==> config.mk <==
export PLATFORM = sky130hd
export DESIGN_NAME = adu_alert_unit
export DESIGN_NICKNAME = d
export VERILOG_FILES = /design/src/verilog/adu_pkg.sv /design/src/verilog/adu_alert_unit.sv
export SDC_FILE = /design/constraint.sdc
export NUM_CORES = 1
export LEC_CHECK = 0
export BUFFER_PORTS_ARGS = -buffer_cell sky130_fd_sc_hd__buf_2
export CAP_MARGIN = 20
export CORE_MARGIN = 2
export CORE_UTILIZATION = 40
export DETAILED_ROUTE_END_ITERATION = 10
export HOLD_SLACK_MARGIN = 0.02
export PLACE_DENSITY_LB_ADDON = 0.12
export SLEW_MARGIN = 0
export SYNTH_ARGS = -nofsm -noshare
export SYNTH_HDL_FRONTEND = slang
export SYNTH_SLANG_ARGS = --single-unit
==> constraint.sdc <==
create_clock -name hclk -period 8.4 [get_ports hclk]
set_clock_uncertainty 0.05 [all_clocks]
set_input_delay 1.26 -clock hclk [delete_from_list [all_inputs] [get_ports hclk]]
set_output_delay 1.26 -clock hclk [all_outputs]
set_load 0.005 [all_outputs]
==> src/verilog/adu_pkg.sv <==
// Purpose: shared constants and types of the alert diagnostic unit
// Assumes: 32-bit AHB-Lite register bus, 16-bit registers in low bits
// Notes:   offsets are byte addresses, one aligned word each
`default_nettype none
package adu_pkg;
  // register byte offsets
  localparam logic [7:0] OFS_CFG   = 8'h00;
  localparam logic [7:0] OFS_ADC   = 8'h04;
  localparam logic [7:0] OFS_DIAG  = 8'h08;
  localparam logic [7:0] OFS_SLOW  = 8'h0C;
  localparam logic [7:0] OFS_SUPP  = 8'h10;
  localparam logic [7:0] OFS_BUPP  = 8'h14;
  localparam logic [7:0] OFS_BLOW  = 8'h18;
  localparam logic [7:0] OFS_HEAT  = 8'h1C;
  localparam logic [7:0] OFS_PWR   = 8'h20;
  // reset values of the limit registers
  localparam logic [15:0] RST_SLOW = 16'h8000;
  localparam logic [15:0] RST_SUPP = 16'h7FFF;
  localparam logic [15:0] RST_BUPP = 16'h7FFF;
  localparam logic [15:0] RST_BLOW = 16'h0000;
  localparam logic [15:0] RST_HEAT = 16'hFFFF;
  localparam logic [15:0] RST_PWR  = 16'h7FFF;
  // field positions
  localparam int B_SWRST   = 15; // config: software reset request
  localparam int B_HOLD    = 15; // diag: fault_hold_enable
  localparam int B_DONEEN  = 14; // diag: done_signal_enable
  localparam int B_AVG     = 13; // diag: averaged_compare_enable
  localparam int B_POL     = 12; // diag: pin_inversion_select
  localparam int B_ENERGY  = 10;
  localparam int B_CHARGE  = 9;
  localparam int B_ARITH   = 8;
  localparam int B_HEAT    = 7;
  localparam int B_SABOVE  = 6;
  localparam int B_SBELOW  = 5;
  localparam int B_RABOVE  = 4;
  localparam int B_RBELOW  = 3;
  localparam int B_WATTS   = 2;
  localparam int B_DONE    = 1;
  localparam int B_TRIM    = 0;
  // conversion mode field codes, bits [1:0] of the adc register
  localparam logic [1:0] MODE_SHUT = 2'h0;
  localparam logic [1:0] MODE_TRIG = 2'h1;
  localparam logic [1:0] MODE_CONT = 2'h2;
  localparam logic [1:0] RST_MODE  = 2'h2;

  typedef enum logic [1:0] {ST_SHUT, ST_TRIG, ST_CONT} adu_conv_t;

  // results handed over by the conversion engine
  typedef struct packed {
    logic        sample_valid; // one conversion finished
    logic        final_valid;  // averaging finished, results final
    logic [15:0] shunt;
    logic [15:0] rail;
    logic [15:0] heat;
    logic [15:0] watts;
  } adu_result_t;

  // overflow and health reports from the arithmetic engine
  typedef struct packed {
    logic arith_ovf;
    logic energy_ovf;
    logic charge_ovf;
    logic trim_ok;
  } adu_health_t;
endpackage
`default_nettype wire
==> src/verilog/adu_alert_unit.sv <==
// Purpose: limit compare, alert pin, diag status and conversion mode control
// Assumes: zero-wait AHB-Lite slave, engine reports synchronous to hclk
// Notes:   alert pin is open-drain: out stays low, enable carries the level
// How it works
// - every result is compared against its limit; breach can raise the pin
// - shunt_below_flag when signed shunt below signed lower limit, default 0x8000
// - shunt_above_flag when signed shunt above signed upper limit, default 0x7FFF
// - rail, heat and watts flags compare to own limits, positive values
// - diag register shows which diagnostic raised the pin
// - with fault_hold_enable the pin stays asserted after conditions vanish
// - reading the diag register releases a held pin
// - with done_signal_enable the pin asserts on a finished conversion
// - done_status_flag records every final averaged result regardless of enable
// - averaged_compare_enable compares only final averaged results
// - pin active low after reset; pin_inversion_select makes it active high
// - pin is open-drain; board pull-up defines the idle level while active low
// - arithmetic_overflow_bit set on any internal arithmetic overflow
// - trim_health_bit reads one while trim memory is healthy
// - energy_wrap_bit set when energy accumulator overflows
// - charge_wrap_bit set when charge accumulator overflows
// - overflow and health bits appear only in status, never on the pin
// - register reads and writes work in shutdown
// - shutdown lasts until a triggered or continuous command is written or a software reset
// - a triggered conversion finishes then returns to shutdown
// - reset returns every register to its default
// - writing the software reset bit acts like a supply-start reset
// - done flag clears on diag read and on non-shutdown adc writes
// - writing a triggered or continuous mode aborts and restarts the conversion; writing shutdown only stops it
`timescale 1ns/100ps
`default_nettype none
module adu_alert_unit (
  input  wire logic                 hclk,
  input  wire logic                 hresetn,
  input  wire logic                 hsel,
  input  wire logic [7:0]           haddr,
  input  wire logic [1:0]           htrans,
  input  wire logic                 hwrite,
  input  wire logic [2:0]           hsize,
  input  wire logic [31:0]          hwdata,
  input  wire logic                 hready,
  output logic      [31:0]          hrdata,
  output logic                      hreadyout,
  output logic                      hresp,
  input  wire adu_pkg::adu_result_t result_i,
  input  wire adu_pkg::adu_health_t health_i,
  input  wire logic                 alert_in,
  output logic                      alert_out,
  output logic                      alert_oe,
  output logic                      conv_run,
  output logic                      conv_cont,
  output logic                      conv_restart
);
  // bus state
  logic        wr_pend_q, wr_pend_d;
  logic [7:0]  wr_addr_q, wr_addr_d;
  logic [31:0] rdata_q, rdata_d;
  // register state
  logic [15:0] slow_q, slow_d, supp_q, supp_d, bupp_q, bupp_d;
  logic [15:0] blow_q, blow_d, heat_q, heat_d, pwr_q, pwr_d;
  logic [1:0]  mode_q, mode_d;
  logic [3:0]  diag_ctl_q, diag_ctl_d; // hold, done_en, avg, pol
  logic [4:0]  lim_q, lim_d;           // heat, s_above, s_below, r_above, r_below
  logic        watts_q, watts_d;
  logic        done_q, done_d;
  logic        arith_q, arith_d, energy_q, energy_d, charge_q, charge_d;
  logic        held_q, held_d;
  logic        oe_q, oe_d;
  adu_pkg::adu_conv_t st_q, st_d;
  logic        restart_q, restart_d;
  logic        run_q, run_d, cont_q, cont_d;
  // decode
  logic        rd_take, wr_take, diag_rd, wr_now, swrst, adc_wr;
  logic        cmp_en;
  logic [5:0]  breach;
  logic        cond, assert_now;
  logic [15:0] wd;

  // address phase accepted only when the bus is ready
  assign rd_take = hsel & hready & htrans[1] & ~hwrite;
  assign wr_take = hsel & hready & htrans[1] & hwrite;
  assign diag_rd = rd_take & (haddr == adu_pkg::OFS_DIAG);
  assign wr_now  = wr_pend_q;
  assign wd      = hwdata[15:0];
  assign swrst   = wr_now & (wr_addr_q == adu_pkg::OFS_CFG) & wd[adu_pkg::B_SWRST];
  assign adc_wr  = wr_now & (wr_addr_q == adu_pkg::OFS_ADC);

  // compare on every sample, or only on final averaged results
  assign cmp_en = diag_ctl_q[1] ? result_i.final_valid : result_i.sample_valid;

  // limit checks; shunt signed, rail, heat and watts positive only
  always_comb begin
    breach[0] = $signed(result_i.shunt) < $signed(slow_q);
    breach[1] = $signed(result_i.shunt) > $signed(supp_q);
    breach[2] = result_i.rail > bupp_q;
    breach[3] = result_i.rail < blow_q;
    breach[4] = result_i.heat > heat_q;
    breach[5] = result_i.watts > pwr_q;
  end

  // bus pipeline and read mux; reads work in any conversion state
  always_comb begin
    wr_pend_d = wr_take;
    wr_addr_d = wr_take ? haddr : wr_addr_q;
    rdata_d   = rdata_q;
    if (rd_take) begin
      rdata_d = 32'h0000_0000;
      unique case (haddr)
        adu_pkg::OFS_CFG:  rdata_d = 32'h0000_0000;
        adu_pkg::OFS_ADC:  rdata_d = {30'h0000_0000, mode_q};
        adu_pkg::OFS_DIAG: rdata_d = {16'h0000, diag_ctl_q, 1'b0, energy_q, charge_q, arith_q,
                                      lim_q, watts_q, done_q, health_i.trim_ok};
        adu_pkg::OFS_SLOW: rdata_d = {16'h0000, slow_q};
        adu_pkg::OFS_SUPP: rdata_d = {16'h0000, supp_q};
        adu_pkg::OFS_BUPP: rdata_d = {16'h0000, bupp_q};
        adu_pkg::OFS_BLOW: rdata_d = {16'h0000, blow_q};
        adu_pkg::OFS_HEAT: rdata_d = {16'h0000, heat_q};
        adu_pkg::OFS_PWR:  rdata_d = {16'h0000, pwr_q};
        default:           rdata_d = 32'h0000_0000;
      endcase
    end
  end

  // limit and control registers; software reset restores defaults
  always_comb begin
    slow_d     = slow_q;
    supp_d     = supp_q;
    bupp_d     = bupp_q;
    blow_d     = blow_q;
    heat_d     = heat_q;
    pwr_d      = pwr_q;
    mode_d     = mode_q;
    diag_ctl_d = diag_ctl_q;
    if (swrst) begin
      slow_d     = adu_pkg::RST_SLOW;
      supp_d     = adu_pkg::RST_SUPP;
      bupp_d     = adu_pkg::RST_BUPP;
      blow_d     = adu_pkg::RST_BLOW;
      heat_d     = adu_pkg::RST_HEAT;
      pwr_d      = adu_pkg::RST_PWR;
      mode_d     = adu_pkg::RST_MODE;
      diag_ctl_d = 4'h0;
    end else if (wr_now) begin
      unique case (wr_addr_q)
        adu_pkg::OFS_ADC:  mode_d     = wd[1:0];
        adu_pkg::OFS_DIAG: diag_ctl_d = wd[adu_pkg::B_HOLD:adu_pkg::B_POL];
        adu_pkg::OFS_SLOW: slow_d     = wd;
        adu_pkg::OFS_SUPP: supp_d     = wd;
        adu_pkg::OFS_BUPP: bupp_d     = wd;
        adu_pkg::OFS_BLOW: blow_d     = wd;
        adu_pkg::OFS_HEAT: heat_d     = wd;
        adu_pkg::OFS_PWR:  pwr_d      = wd;
        default:           mode_d     = mode_q;
      endcase
    end
  end

  // status flags; a new event wins over a read or adc-write clear, but software reset clears over any event
  always_comb begin
    lim_d    = lim_q;
    watts_d  = watts_q;
    done_d   = done_q;
    arith_d  = arith_q;
    energy_d = energy_q;
    charge_d = charge_q;
    // limit flags follow the condition, or stick until read when held
    if (diag_rd | ~diag_ctl_q[3]) begin
      lim_d   = diag_ctl_q[3] ? 5'h00 : lim_q;
      watts_d = diag_ctl_q[3] ? 1'b0 : watts_q;
    end
    if (cmp_en) begin
      if (diag_ctl_q[3]) begin
        lim_d   = lim_d | {breach[4], breach[1], breach[0], breach[2], breach[3]};
        watts_d = watts_d | breach[5];
      end else begin
        lim_d   = {breach[4], breach[1], breach[0], breach[2], breach[3]};
        watts_d = breach[5];
      end
    end
    // done flag clears on diag read or an adc write that is not shutdown
    if (diag_rd | (adc_wr & (wd[1:0] != adu_pkg::MODE_SHUT))) begin
      done_d = 1'b0;
    end
    if (result_i.final_valid) begin
      done_d = 1'b1;
    end
    if (diag_rd) begin
      arith_d  = 1'b0;
      energy_d = 1'b0;
      charge_d = 1'b0;
    end
    if (health_i.arith_ovf) begin
      arith_d = 1'b1;
    end
    if (health_i.energy_ovf) begin
      energy_d = 1'b1;
    end
    if (health_i.charge_ovf) begin
      charge_d = 1'b1;
    end
    if (swrst) begin
      lim_d    = 5'h00;
      watts_d  = 1'b0;
      done_d   = 1'b0;
      arith_d  = 1'b0;
      energy_d = 1'b0;
      charge_d = 1'b0;
    end
  end

  // pin source: limit flags plus done reporting, never the overflow bits
  assign cond = (|lim_d) | watts_d | (diag_ctl_q[2] & result_i.final_valid);

  // alert hold and open-drain level
  always_comb begin
    held_d = held_q;
    if (diag_rd) begin
      held_d = 1'b0;
    end
    if (diag_ctl_q[3] & cond) begin
      held_d = 1'b1;
    end
    if (swrst | ~diag_ctl_q[3]) begin
      held_d = 1'b0;
    end
    assert_now = diag_ctl_q[3] ? held_d : cond;
    // active low drives while asserted; active high drives while idle
    oe_d = assert_now ^ (diag_ctl_d[0] & ~swrst);
  end

  // conversion mode control
  always_comb begin
    st_d      = st_q;
    restart_d = 1'b0;
    if (swrst) begin
      st_d      = adu_pkg::ST_CONT;
      restart_d = 1'b1;
    end else if (adc_wr) begin
      unique case (wd[1:0])
        adu_pkg::MODE_TRIG: st_d = adu_pkg::ST_TRIG;
        adu_pkg::MODE_CONT: st_d = adu_pkg::ST_CONT;
        default:            st_d = adu_pkg::ST_SHUT;
      endcase
      restart_d = (wd[1:0] != adu_pkg::MODE_SHUT);
    end else if ((st_q == adu_pkg::ST_TRIG) & result_i.final_valid) begin
      st_d = adu_pkg::ST_SHUT;
    end
    // decoded from the next state so both engine pins leave flops
    run_d  = (st_d != adu_pkg::ST_SHUT);
    cont_d = (st_d == adu_pkg::ST_CONT);
  end

  // bus pipeline registers; no transfer is pending after reset
  always_ff @(posedge hclk or negedge hresetn) begin
    if (!hresetn) begin
      wr_pend_q <= 1'b0;
      wr_addr_q <= 8'h00;
      rdata_q   <= 32'h0000_0000;
    end else begin
      wr_pend_q <= wr_pend_d;
      wr_addr_q <= wr_addr_d;
      rdata_q   <= rdata_d;
    end
  end

  // limit and control registers; power-up values match the software reset
  always_ff @(posedge hclk or negedge hresetn) begin
    if (!hresetn) begin
      slow_q     <= adu_pkg::RST_SLOW;
      supp_q     <= adu_pkg::RST_SUPP;
      bupp_q     <= adu_pkg::RST_BUPP;
      blow_q     <= adu_pkg::RST_BLOW;
      heat_q     <= adu_pkg::RST_HEAT;
      pwr_q      <= adu_pkg::RST_PWR;
      mode_q     <= adu_pkg::RST_MODE;
      diag_ctl_q <= 4'h0;
    end else begin
      slow_q     <= slow_d;
      supp_q     <= supp_d;
      bupp_q     <= bupp_d;
      blow_q     <= blow_d;
      heat_q     <= heat_d;
      pwr_q      <= pwr_d;
      mode_q     <= mode_d;
      diag_ctl_q <= diag_ctl_d;
    end
  end

  // status flags; trim health is not stored, it is read live
  always_ff @(posedge hclk or negedge hresetn) begin
    if (!hresetn) begin
      lim_q    <= 5'h00;
      watts_q  <= 1'b0;
      done_q   <= 1'b0;
      arith_q  <= 1'b0;
      energy_q <= 1'b0;
      charge_q <= 1'b0;
    end else begin
      lim_q    <= lim_d;
      watts_q  <= watts_d;
      done_q   <= done_d;
      arith_q  <= arith_d;
      energy_q <= energy_d;
      charge_q <= charge_d;
    end
  end

  // alert hold and pin enable; the pin is released while in reset
  always_ff @(posedge hclk or negedge hresetn) begin
    if (!hresetn) begin
      held_q <= 1'b0;
      oe_q   <= 1'b0;
    end else begin
      held_q <= held_d;
      oe_q   <= oe_d;
    end
  end

  // conversion state; the engine starts in continuous mode after reset
  always_ff @(posedge hclk or negedge hresetn) begin
    if (!hresetn) begin
      st_q      <= adu_pkg::ST_CONT;
      restart_q <= 1'b0;
      run_q     <= 1'b1;
      cont_q    <= 1'b1;
    end else begin
      st_q      <= st_d;
      restart_q <= restart_d;
      run_q     <= run_d;
      cont_q    <= cont_d;
    end
  end

  // outputs straight from flops or tied constants; zero wait, always OKAY
  assign hrdata       = rdata_q;
  assign hreadyout    = 1'b1;
  assign hresp        = 1'b0;
  assign alert_out    = 1'b0;
  assign alert_oe     = oe_q;
  assign conv_run     = run_q;
  assign conv_cont    = cont_q;
  assign conv_restart = restart_q;
  // pin level read back is unused: the unit knows what it drives
  logic unused_ok;
  assign unused_ok = alert_in ^ (|hsize) ^ (|hwdata[31:16]) ^ htrans[0];
endmodule
`default_nettype wire

==> results.txt, run 1 <==
- The floorplan step defined a core boundary enclosing 22500 sq um.
- Power density of the placed cells: 214.3 nW/um^2
* Clock latency of the later-clocked register in the worst-skew pair: 430 ps
- Final routed wire length divided by cell count: 20.20 um
- Share of Yosys cell area claimed by the top area cell type: 21.38%
- Startpoint Class: primary input
* Antenna-violating nets left: 0
- Headroom to the max-slew limit came out at 39.48%.
* Leakage power of the design: 5.678 nW
* Height of the chip: 155.1 um
- Count leader, synth: sky130_fd_sc_hd__nand2_1
* Share of flip-flops with an asynchronous set or reset after synthesis: 100.0%
- Destination of the worst register-to-register timing path: alert_oe$_DFF_PN0_
- Cell breakdown of the critical path: buf_2 > nand4b_1 > nor2_1 > a41oi_1 > nand2_1 > o221ai_1 > or4b_1 > o31a_1 > a311oi_2
* Last element of the critical path: alert_oe$_DFF_PN0_
* Total chip power: 2.267 mW
- The floorplan step defined a die boundary enclosing 24050 sq um.
- In this run, synthesis produced a sequential element count of 144.
- Post-layout net count: 1306
* Overflow left after global routing: 0
- The layer flagged by global routing as most heavily used is met2.
- Met1 capacity usage during global routing: 32.17%
- Least-Margin Pin Slew: 903.0 ps
- Synthesis handed over a netlist of 990 instances.
- Cts-stage hold buffer count: 0
* Post-synth top area cell: sky130_fd_sc_hd__dfrtp_1
- Period utilization: 46.57%
- # IOs: 160
- The clock passes through at most 2 buffers.
- Number of port buffers: 119
- First drt pass iteration count: 8
* Die width: 155.1 um
* Largest net degree at the start of global routing: 83
- HPWL after detailed placement: 21.08 mm
- Number of core rows: 55
* Worst Setup Slack, final: 4488 ps
* DRC violation count after routing: 0
* Worst setup path startpoint: hwrite
- Data required time of the critical path: 8680 ps
* Number of global-route vias before repair: 7411
* Startpoint-to-endpoint class of the critical path: in -> reg
* Setup slack after placement: 4070 ps
- Root buffer cell: sky130_fd_sc_hd__clkbuf_16
- In this design, the stage delay of the slowest critical-path cell is 770 ps.
* Postcts setup bufs: 0
- Count of cells resized by post-cts repair: 0
- Via count: 7584
- Launch instance of the worst register-to-register path: heat_q[7]$_DFFE_PN1P_
* Distinct cell type count after synthesis: 62
* Met3 capacity usage during global routing: 3.816%
- Final Hold Viols: 0
- Top flip-flop cell by instance count after synthesis: sky130_fd_sc_hd__dfrtp_1
* CTS clock-pin slew for the worst setup and hold paths: 60 ps
- CP Capture Type: flip-flop
- Total track usage: 23.98%
* Setup repair after global routing missed its margin: false
- Setup violations remaining at the end of the flow were counted as 0.
- Antenna diode instance count: 0
- Excluding fillers, the count of instances in the completed layout stands at 1389.
- The initial antenna violation count came to 0.
- Maximum level of the CTS H-tree: 4
* Final hold slack: 419.6 ps
- The number of slew-limit violations in the final report is 0.
* Top post-synthesis cells by count: 138 x sky130_fd_sc_hd__nand2_1, 103 x sky130_fd_sc_hd__inv_1, 94 x sky130_fd_sc_hd__ha_1, 78 x sky130_fd_sc_hd__dfrtp_1, 71 x sky130_fd_sc_hd__nor2_1
* Setup slack of the most critical reg-to-reg path: 4930 ps
- Data arrives at the worst endpoint at 4190 ps.
* Post-synthesis sequential area ratio: 40.37%
- Final cell utilization of the core: 47.01%
* Final Instance Area: 10580 sq um
- Once the floorplan was initialized, standard cells occupied 40.58% of the core.
- GP Congestion: 0.8746
- Once placement completed, the tool counted placed cells totaling 1354.
- The tool flagged a number of max-cap violations equal to 0.
* Area contributors post-synth: sky130_fd_sc_hd__dfrtp_1 21%, sky130_fd_sc_hd__dfstp_2 19%, sky130_fd_sc_hd__ha_1 13%, sky130_fd_sc_hd__mux2i_1 6.7%, sky130_fd_sc_hd__nand2_1 5.7%
- Critical-path cell with the highest stage delay: sky130_fd_sc_hd__nand4b_1
- Number of buffers created by CTS: 17
- For this run, the top clock speed supported by timing is 255.6 MHz.
* Worst min-delay path category: reg -> reg
- Subtracting the final worst setup slack from the clock period gives 3912 ps.
- Clock net sink count: 144
- Relative to the synthesized area, the layout overhead comes to 15.84%.
* Worst-case reg-to-reg path depth: 10
* Vias per cell: 5.460
- Sum Neg Setup Slack: 0 ps
- Syn avg cell area: 9.223 sq um
* Ys Warns: 0
- Maximum fanout encountered on the critical timing path: 17
- Share of post-route cells with drive strength above 1: 21.56%
- Source of the worst hold timing path: hrdata[13]$_DFFE_PN0P_
* First-pass GRT wire length: 43.35 mm
- For this block, the initial DRC count from the detailed router was 468.
- CTS tree: done
- Number of enable-type register cells in the synthesized netlist: 0
- Area of the mapped netlist: 9131 sq um
- Status: completed
* Final wirelength: 28.05 mm
- Peak supply drop: 0.1089 mV
* Met2 layer usage reported by global route: 39.81%
- After detailed placement, the total cell area comes to 9903 sq um.
==> placed cells by master (no fill, tap or decap), types with 6 or more instances in the layout <==
cell type / instances
sky130_fd_sc_hd__a21o_1: 16
sky130_fd_sc_hd__a21oi_1: 51
sky130_fd_sc_hd__a221o_1: 9
sky130_fd_sc_hd__a221oi_1: 13
sky130_fd_sc_hd__a222oi_1: 6
sky130_fd_sc_hd__a22oi_1: 11
sky130_fd_sc_hd__buf_2: 118
sky130_fd_sc_hd__buf_4: 7
sky130_fd_sc_hd__clkbuf_16: 17
sky130_fd_sc_hd__conb_1: 19
sky130_fd_sc_hd__dfrtp_1: 78
sky130_fd_sc_hd__dfstp_2: 66
sky130_fd_sc_hd__ha_1: 94
sky130_fd_sc_hd__inv_1: 103
sky130_fd_sc_hd__mux2i_1: 61
sky130_fd_sc_hd__nand2_1: 138
sky130_fd_sc_hd__nand3_1: 19
sky130_fd_sc_hd__nand4_1: 17
sky130_fd_sc_hd__nor2_1: 71
sky130_fd_sc_hd__nor2b_1: 7
sky130_fd_sc_hd__nor3_1: 11
sky130_fd_sc_hd__o211ai_1: 48
sky130_fd_sc_hd__o21ai_0: 30
==> sequential cells by signal, indices dropped and copies added, names as in the netlist <==
signal,cells
blow_q,16
bupp_q,16
heat_q,16
hrdata,16
pwr_q,16
slow_q,16
supp_q,16
wr_addr_q,8
lim_q,5
diag_ctl_q,4
mode_q,2
st_q,2
alert_oe,1
arith_q,1
charge_q,1
conv_cont,1
conv_restart,1
conv_run,1
done_q,1
energy_q,1
held_q,1
watts_q,1
wr_now,1
==> critical path, delay by kind of cell <==
family | cells | cell delay, ps
buffers and inverters | 1 | 110
and+or+nand+nor | 4 | 1890
AOI/OAI and AO/OA | 4 | 930
==> how the worst min path moves through the flow <==
| stage | slack [ps] | cells after the start | endpoint |
|---|---|---|---|
| after floorplan | 410 | 2 | wr_addr_q[5]$_DFFE_PN0P_ |
| after global placement | 410 | 1 | hrdata[13]$_DFFE_PN0P_ |
| after detailed placement | 410 | 1 | hrdata[13]$_DFFE_PN0P_ |
| after CTS | 420 | 1 | hrdata[13]$_DFFE_PN0P_ |
| after global routing | 460 | 1 | hrdata[7]$_DFFE_PN0P_ |
| final | 420 | 1 | hrdata[13]$_DFFE_PN0P_ |
==> final cells by class <==
cell class              instances  area, sq um
clock inverters                12        135.1
well taps                     285        356.6
repair buffers                129        737.0
multi-input cells             695         4816
inverters                     104        390.4
flip-flops and latches        144         3686
clock buffers                  20        456.7
fillers                      2232        11930
==> power by group <==
group	internal [mW]	switching [mW]	total [mW]
registers	0.862	0.109	0.970
clock network	0.454	0.310	0.764
logic	0.229	0.305	0.533
==> kinds of logic after synthesis <==
group,after synthesis,synth area share [%]
buf+inv,168,7.687
fa+ha+maj,94,12.88
simple gates,297,14.80
compound gates,219,16.66
other cells,2,0.08224
flops,144,40.37
xor+xnor,1,0.09593
mux,65,7.427
==> layer usage <==
metal / share of wire [%] / vias to the layer above / routed length (um)
li1: - / 3676 / -
met5: 0 / - / 0
met4: 2.3 / 0 / 637
met2: 48 / 203 / 13460
met1: 45 / 3668 / 12750
met3: 4.3 / 37 / 1205
Power figures use the tool's default switching activity.
==> run 2, diff against run 1 <==
ABC_AREA = 1   (was not set)
clock period = 3.7 ns   (was 8.4 ns; I/O delays follow)
==> results.txt, run 2 <==
- The run finished with clean final reports.
* Share of post-route cells with drive strength above 1: 20.27%
* HPWL after detailed placement: 21.21 mm
- Once the clock tree was built, the resizer swapped 0 gates to a different size.
* Vias per cell: 5.097
* Final period demand of the worst path: 2560 ps
- Multiplexer area fraction after synthesis: 0.1119%
* Effective utilization at floorplan: 40.85%
- Simple-Gate Fraction of Synth Area: 19.38%
* Worst-case reg-to-reg path depth: 19
- Summing the areas of all compound-gate instances in the mapped netlist gives 15.81% of the synthesized area.
- Across all layers, the routed design uses 7839 vias.
- Area contributors post-synth: sky130_fd_sc_hd__dfrtp_1 22%, sky130_fd_sc_hd__dfstp_2 19%, sky130_fd_sc_hd__ha_1 13%, sky130_fd_sc_hd__nand2_1 11%, sky130_fd_sc_hd__inv_1 6.7%
* Data required time of the critical path: 3960 ps
- The number of antenna diodes in the final layout is 0.
- Share of flip-flops with an asynchronous set or reset after synthesis: 100.0%
* Worst min-delay path category: in -> async
- Count of routing violations after the opening detailed-route iteration: 576
- Setup repair after global routing left no endpoint under its margin.
* Portion of total power attributed to the clock network: 29.5%
* Worst Setup Slack, final: 1140 ps
- The final critical path takes up 69.20% of the cycle.
- The global routing stage identified its most utilized layer as met2.
- Summing internal, switching and leakage power gives 5.644 mW.
* Post-synthesis sequential area ratio: 41.22%
* Peak supply drop: 0.2155 mV
* Top post-synthesis cells by count: 254 x sky130_fd_sc_hd__nand2_1, 160 x sky130_fd_sc_hd__inv_1, 94 x sky130_fd_sc_hd__ha_1, 91 x sky130_fd_sc_hd__nor2_1
- Area of the mapped netlist: 8942 sq um
- For this run, the total global-route usage over all layers was measured as 23.80%.
- # IOs: 160
- Met1 capacity usage during global routing: 35.74%
* Maximum fanout encountered on the critical timing path: 3
* Full die area: 23570 sq um
* Antenna-violating nets left: 0
* Share of power burned in registers: 40.9%
- sky130_fd_sc_hd__dfrtp_1 takes more of the synthesized area than any other cell.
- The tool flagged a number of max-cap violations equal to 0.
* Root buffer cell: sky130_fd_sc_hd__clkbuf_16
* Number of port buffers: 119
- Number of standard cells after synthesis: 1130
- Maximum root-to-sink buffer count: 2
- After synthesis the netlist holds a flip-flop and latch count of 144.
- CP Capture Type: flip-flop
- The synthesized netlist devotes 0% of its cell area to XOR and XNOR gates.
* Initial antenna violation count: 0
- First drt pass iteration count: 5
- Share of Yosys cell area claimed by the top area cell type: 21.83%
- Ys Warns: 0
- Met2 layer usage reported by global route: 36.11%
* GP Congestion: 0.8852
- Placeable core region: 21890 sq um
- Synthesized-area fraction occupied by adder cells: 13.15%
- Cts-stage hold buffer count: 0
- The area growth from synthesis to layout is 15.64%.
* Launch instance of the worst register-to-register path: heat_q[7]$_DFFE_PN1P_
* Die width: 153.5 um
- In this run the worst setup path begins at heat_q[7]$_DFFE_PN1P_.
- The top cell types in the final layout, fill and taps aside, are 254 x sky130_fd_sc_hd__nand2_1, 160 x sky130_fd_sc_hd__inv_1, 118 x sky130_fd_sc_hd__buf_2.
- In the global route stage, met3 resource usage came out at 3.551%.
- Number of global-route vias before repair: 7607
- Worst max-slew margin expressed relative to the limit: 38.93%
- Maximum level of the CTS H-tree: 4
- After clock tree synthesis, the setup repair step added 0 buffers.
* Count leader, synth: sky130_fd_sc_hd__nand2_1
- Setup slack of the most critical reg-to-reg path: 1140 ps
- Power density of the placed cells: 545.7 nW/um^2
* Number of core rows: 54
* Combinational share of power: 29.6%
- Leakage power of the design: 5.210 nW
- Final Hold Viols: 0
* Number of enable-type register cells in the synthesized netlist: 0
- First-pass GRT wire length: 42.66 mm
- Clock net sink count: 144
- The analysis attributes to net switching a power of 1.944 mW.
- STA classifies the critical path startpoint as a flip-flop.
* CTS tree: done
* Distinct cell type count after synthesis: 42
- The internal power of the cells totals 3.700 mW.
- Clock tree synthesis inserted a total of 17 buffers.
- Least-Margin Pin Slew: 914.0 ps
- Setup slack after placement: 970.2 ps
- Final routed wire length divided by cell count: 17.83 um
- In this run, placement finished with an instance count of 1506.
- Commonest non-fill, non-tap cell in the layout: sky130_fd_sc_hd__nand2_1
* Post-layout net count: 1460
- The number of slew-limit violations in the final report is 0.
- Syn avg cell area: 7.914 sq um
- Count of endpoints failing setup in the final report: 0
- Top flip-flop cell by instance count after synthesis: sky130_fd_sc_hd__dfrtp_1
- Entering global routing, the biggest net connects 63 pins.
* Final wirelength: 27.42 mm
- Clock latency of the later-clocked register in the worst-skew pair: 430 ps
- Startpoint-to-endpoint class of the critical path: reg -> reg
- After detailed routing, the number of remaining DRC violations is 0.
- CTS clock-pin slew for the worst setup and hold paths: 60 ps
- Switching power as a share of total power: 34.44%
- Post-layout instance count excluding filler cells: 1538
* Main combinational cell family by area after synthesis: simple AND/OR/NAND/NOR gates
- The endpoint identified for the worst register-to-register timing path is alert_oe$_DFF_PN0_.
- Timing would allow up to 390.6 MHz.
- Data arrival time of the critical path: 2820 ps
- The floorplan step set the die height to 153.5 um.
* Overflow left after global routing: 0
* Sum Neg Setup Slack: 0 ps
- Final hold slack: 57.05 ps
## run 2: cell count changes in the layout (fill, tap and decap cells not counted), moves of 11 or more
cell	delta
sky130_fd_sc_hd__a22oi_1	-11
sky130_fd_sc_hd__o22ai_1	+35
sky130_fd_sc_hd__a21oi_1	+31
sky130_fd_sc_hd__nor2_1	+20
sky130_fd_sc_hd__nand2_1	+116
sky130_fd_sc_hd__mux2i_1	-60
sky130_fd_sc_hd__inv_1	+57
sky130_fd_sc_hd__o21ai_1	+19
sky130_fd_sc_hd__o21ai_0	+54
sky130_fd_sc_hd__o211ai_1	-48
sky130_fd_sc_hd__a21o_1	-11
## run 2: per-layer routing
layer	wire length (um)	up-vias
met2	11900	263
met1	13500	3641
met3	1665	27
met5	0	-
met4	357	0
li1	-	3908
## run 2: worst max path at each step
stage | to | slack, ps | cells past startpoint
CTS | alert_oe$_DFF_PN0_ | 1110 | 19
detailed placement | hrdata[3]$_DFFE_PN0P_ | 970 | 9
floorplan | alert_oe$_DFF_PN0_ | 1610 | 16
finish | alert_oe$_DFF_PN0_ | 1140 | 19
global route | alert_oe$_DFF_PN0_ | 900 | 19
global placement | hrdata[3]$_DFFE_PN0P_ | 1000 | 9
## run 2: cell type report
class                           instances  area (sq um)
Inverter                              169         634.4
Tap cell                              280         350.3
Clock buffer                           22         474.2
Multi-Input combinational cell        784          4419
Fill cell                            2267         11550
Timing Repair Buffer                  129         689.4
Sequential cell                       144          3686
Clock inverter                         10         87.58
## run 2: power by group through the flow
stage / Combinational [mW] / Clock, mW / Sequential, mW
after global placement: 1.63 / 0 / 2.32
after detailed placement: 1.66 / 0 / 2.33
after floorplan: 1.18 / 0 / 2.27
after global routing: 1.95 / 1.77 / 2.36
final: 1.67 / 1.66 / 2.31
after CTS: 1.67 / 1.68 / 2.31
## run 2: metrics by stage
step	util [%]	area (sq um)
floorplan	-	9006
global placement	44.67	9779
detailed placement	44.67	9779
CTS	47.24	10340
global route	47.24	10340
finish	47.24	10340
## run 2: kinds of logic (layout without fill, tap and decap cells)
| family | count (synthesis) | after routing |
|---|---|---|
| AO/OA/AOI/OAI | 255 | 255 |
| adder cells (fa/ha/maj) | 94 | 94 |
| buffers and inverters | 219 | 330 |
| flip-flops | 144 | 144 |
| multiplexers | 1 | 1 |
| other | 2 | 19 |
| AND/OR/NAND/NOR | 415 | 415 |
## run 2: worst max-delay path: stages, from the launching register on
cell	delay (ps)
sky130_fd_sc_hd__dfstp_2	530
sky130_fd_sc_hd__inv_1	70
sky130_fd_sc_hd__ha_1	300
sky130_fd_sc_hd__nand2_1	70
sky130_fd_sc_hd__nor2_1	200
sky130_fd_sc_hd__nand4_1	120
sky130_fd_sc_hd__nor2_1	100
sky130_fd_sc_hd__nor2_1	40
sky130_fd_sc_hd__nand2_1	140
sky130_fd_sc_hd__nand2_1	70
sky130_fd_sc_hd__nand2_1	80
sky130_fd_sc_hd__nand2_1	70
sky130_fd_sc_hd__nor2_2	90
sky130_fd_sc_hd__nand3_2	110
sky130_fd_sc_hd__nor2_2	90
sky130_fd_sc_hd__nand2_1	60
sky130_fd_sc_hd__nand2_2	70
sky130_fd_sc_hd__nand2_1	50
sky130_fd_sc_hd__nand2_1	60
sky130_fd_sc_hd__nand2_1	60
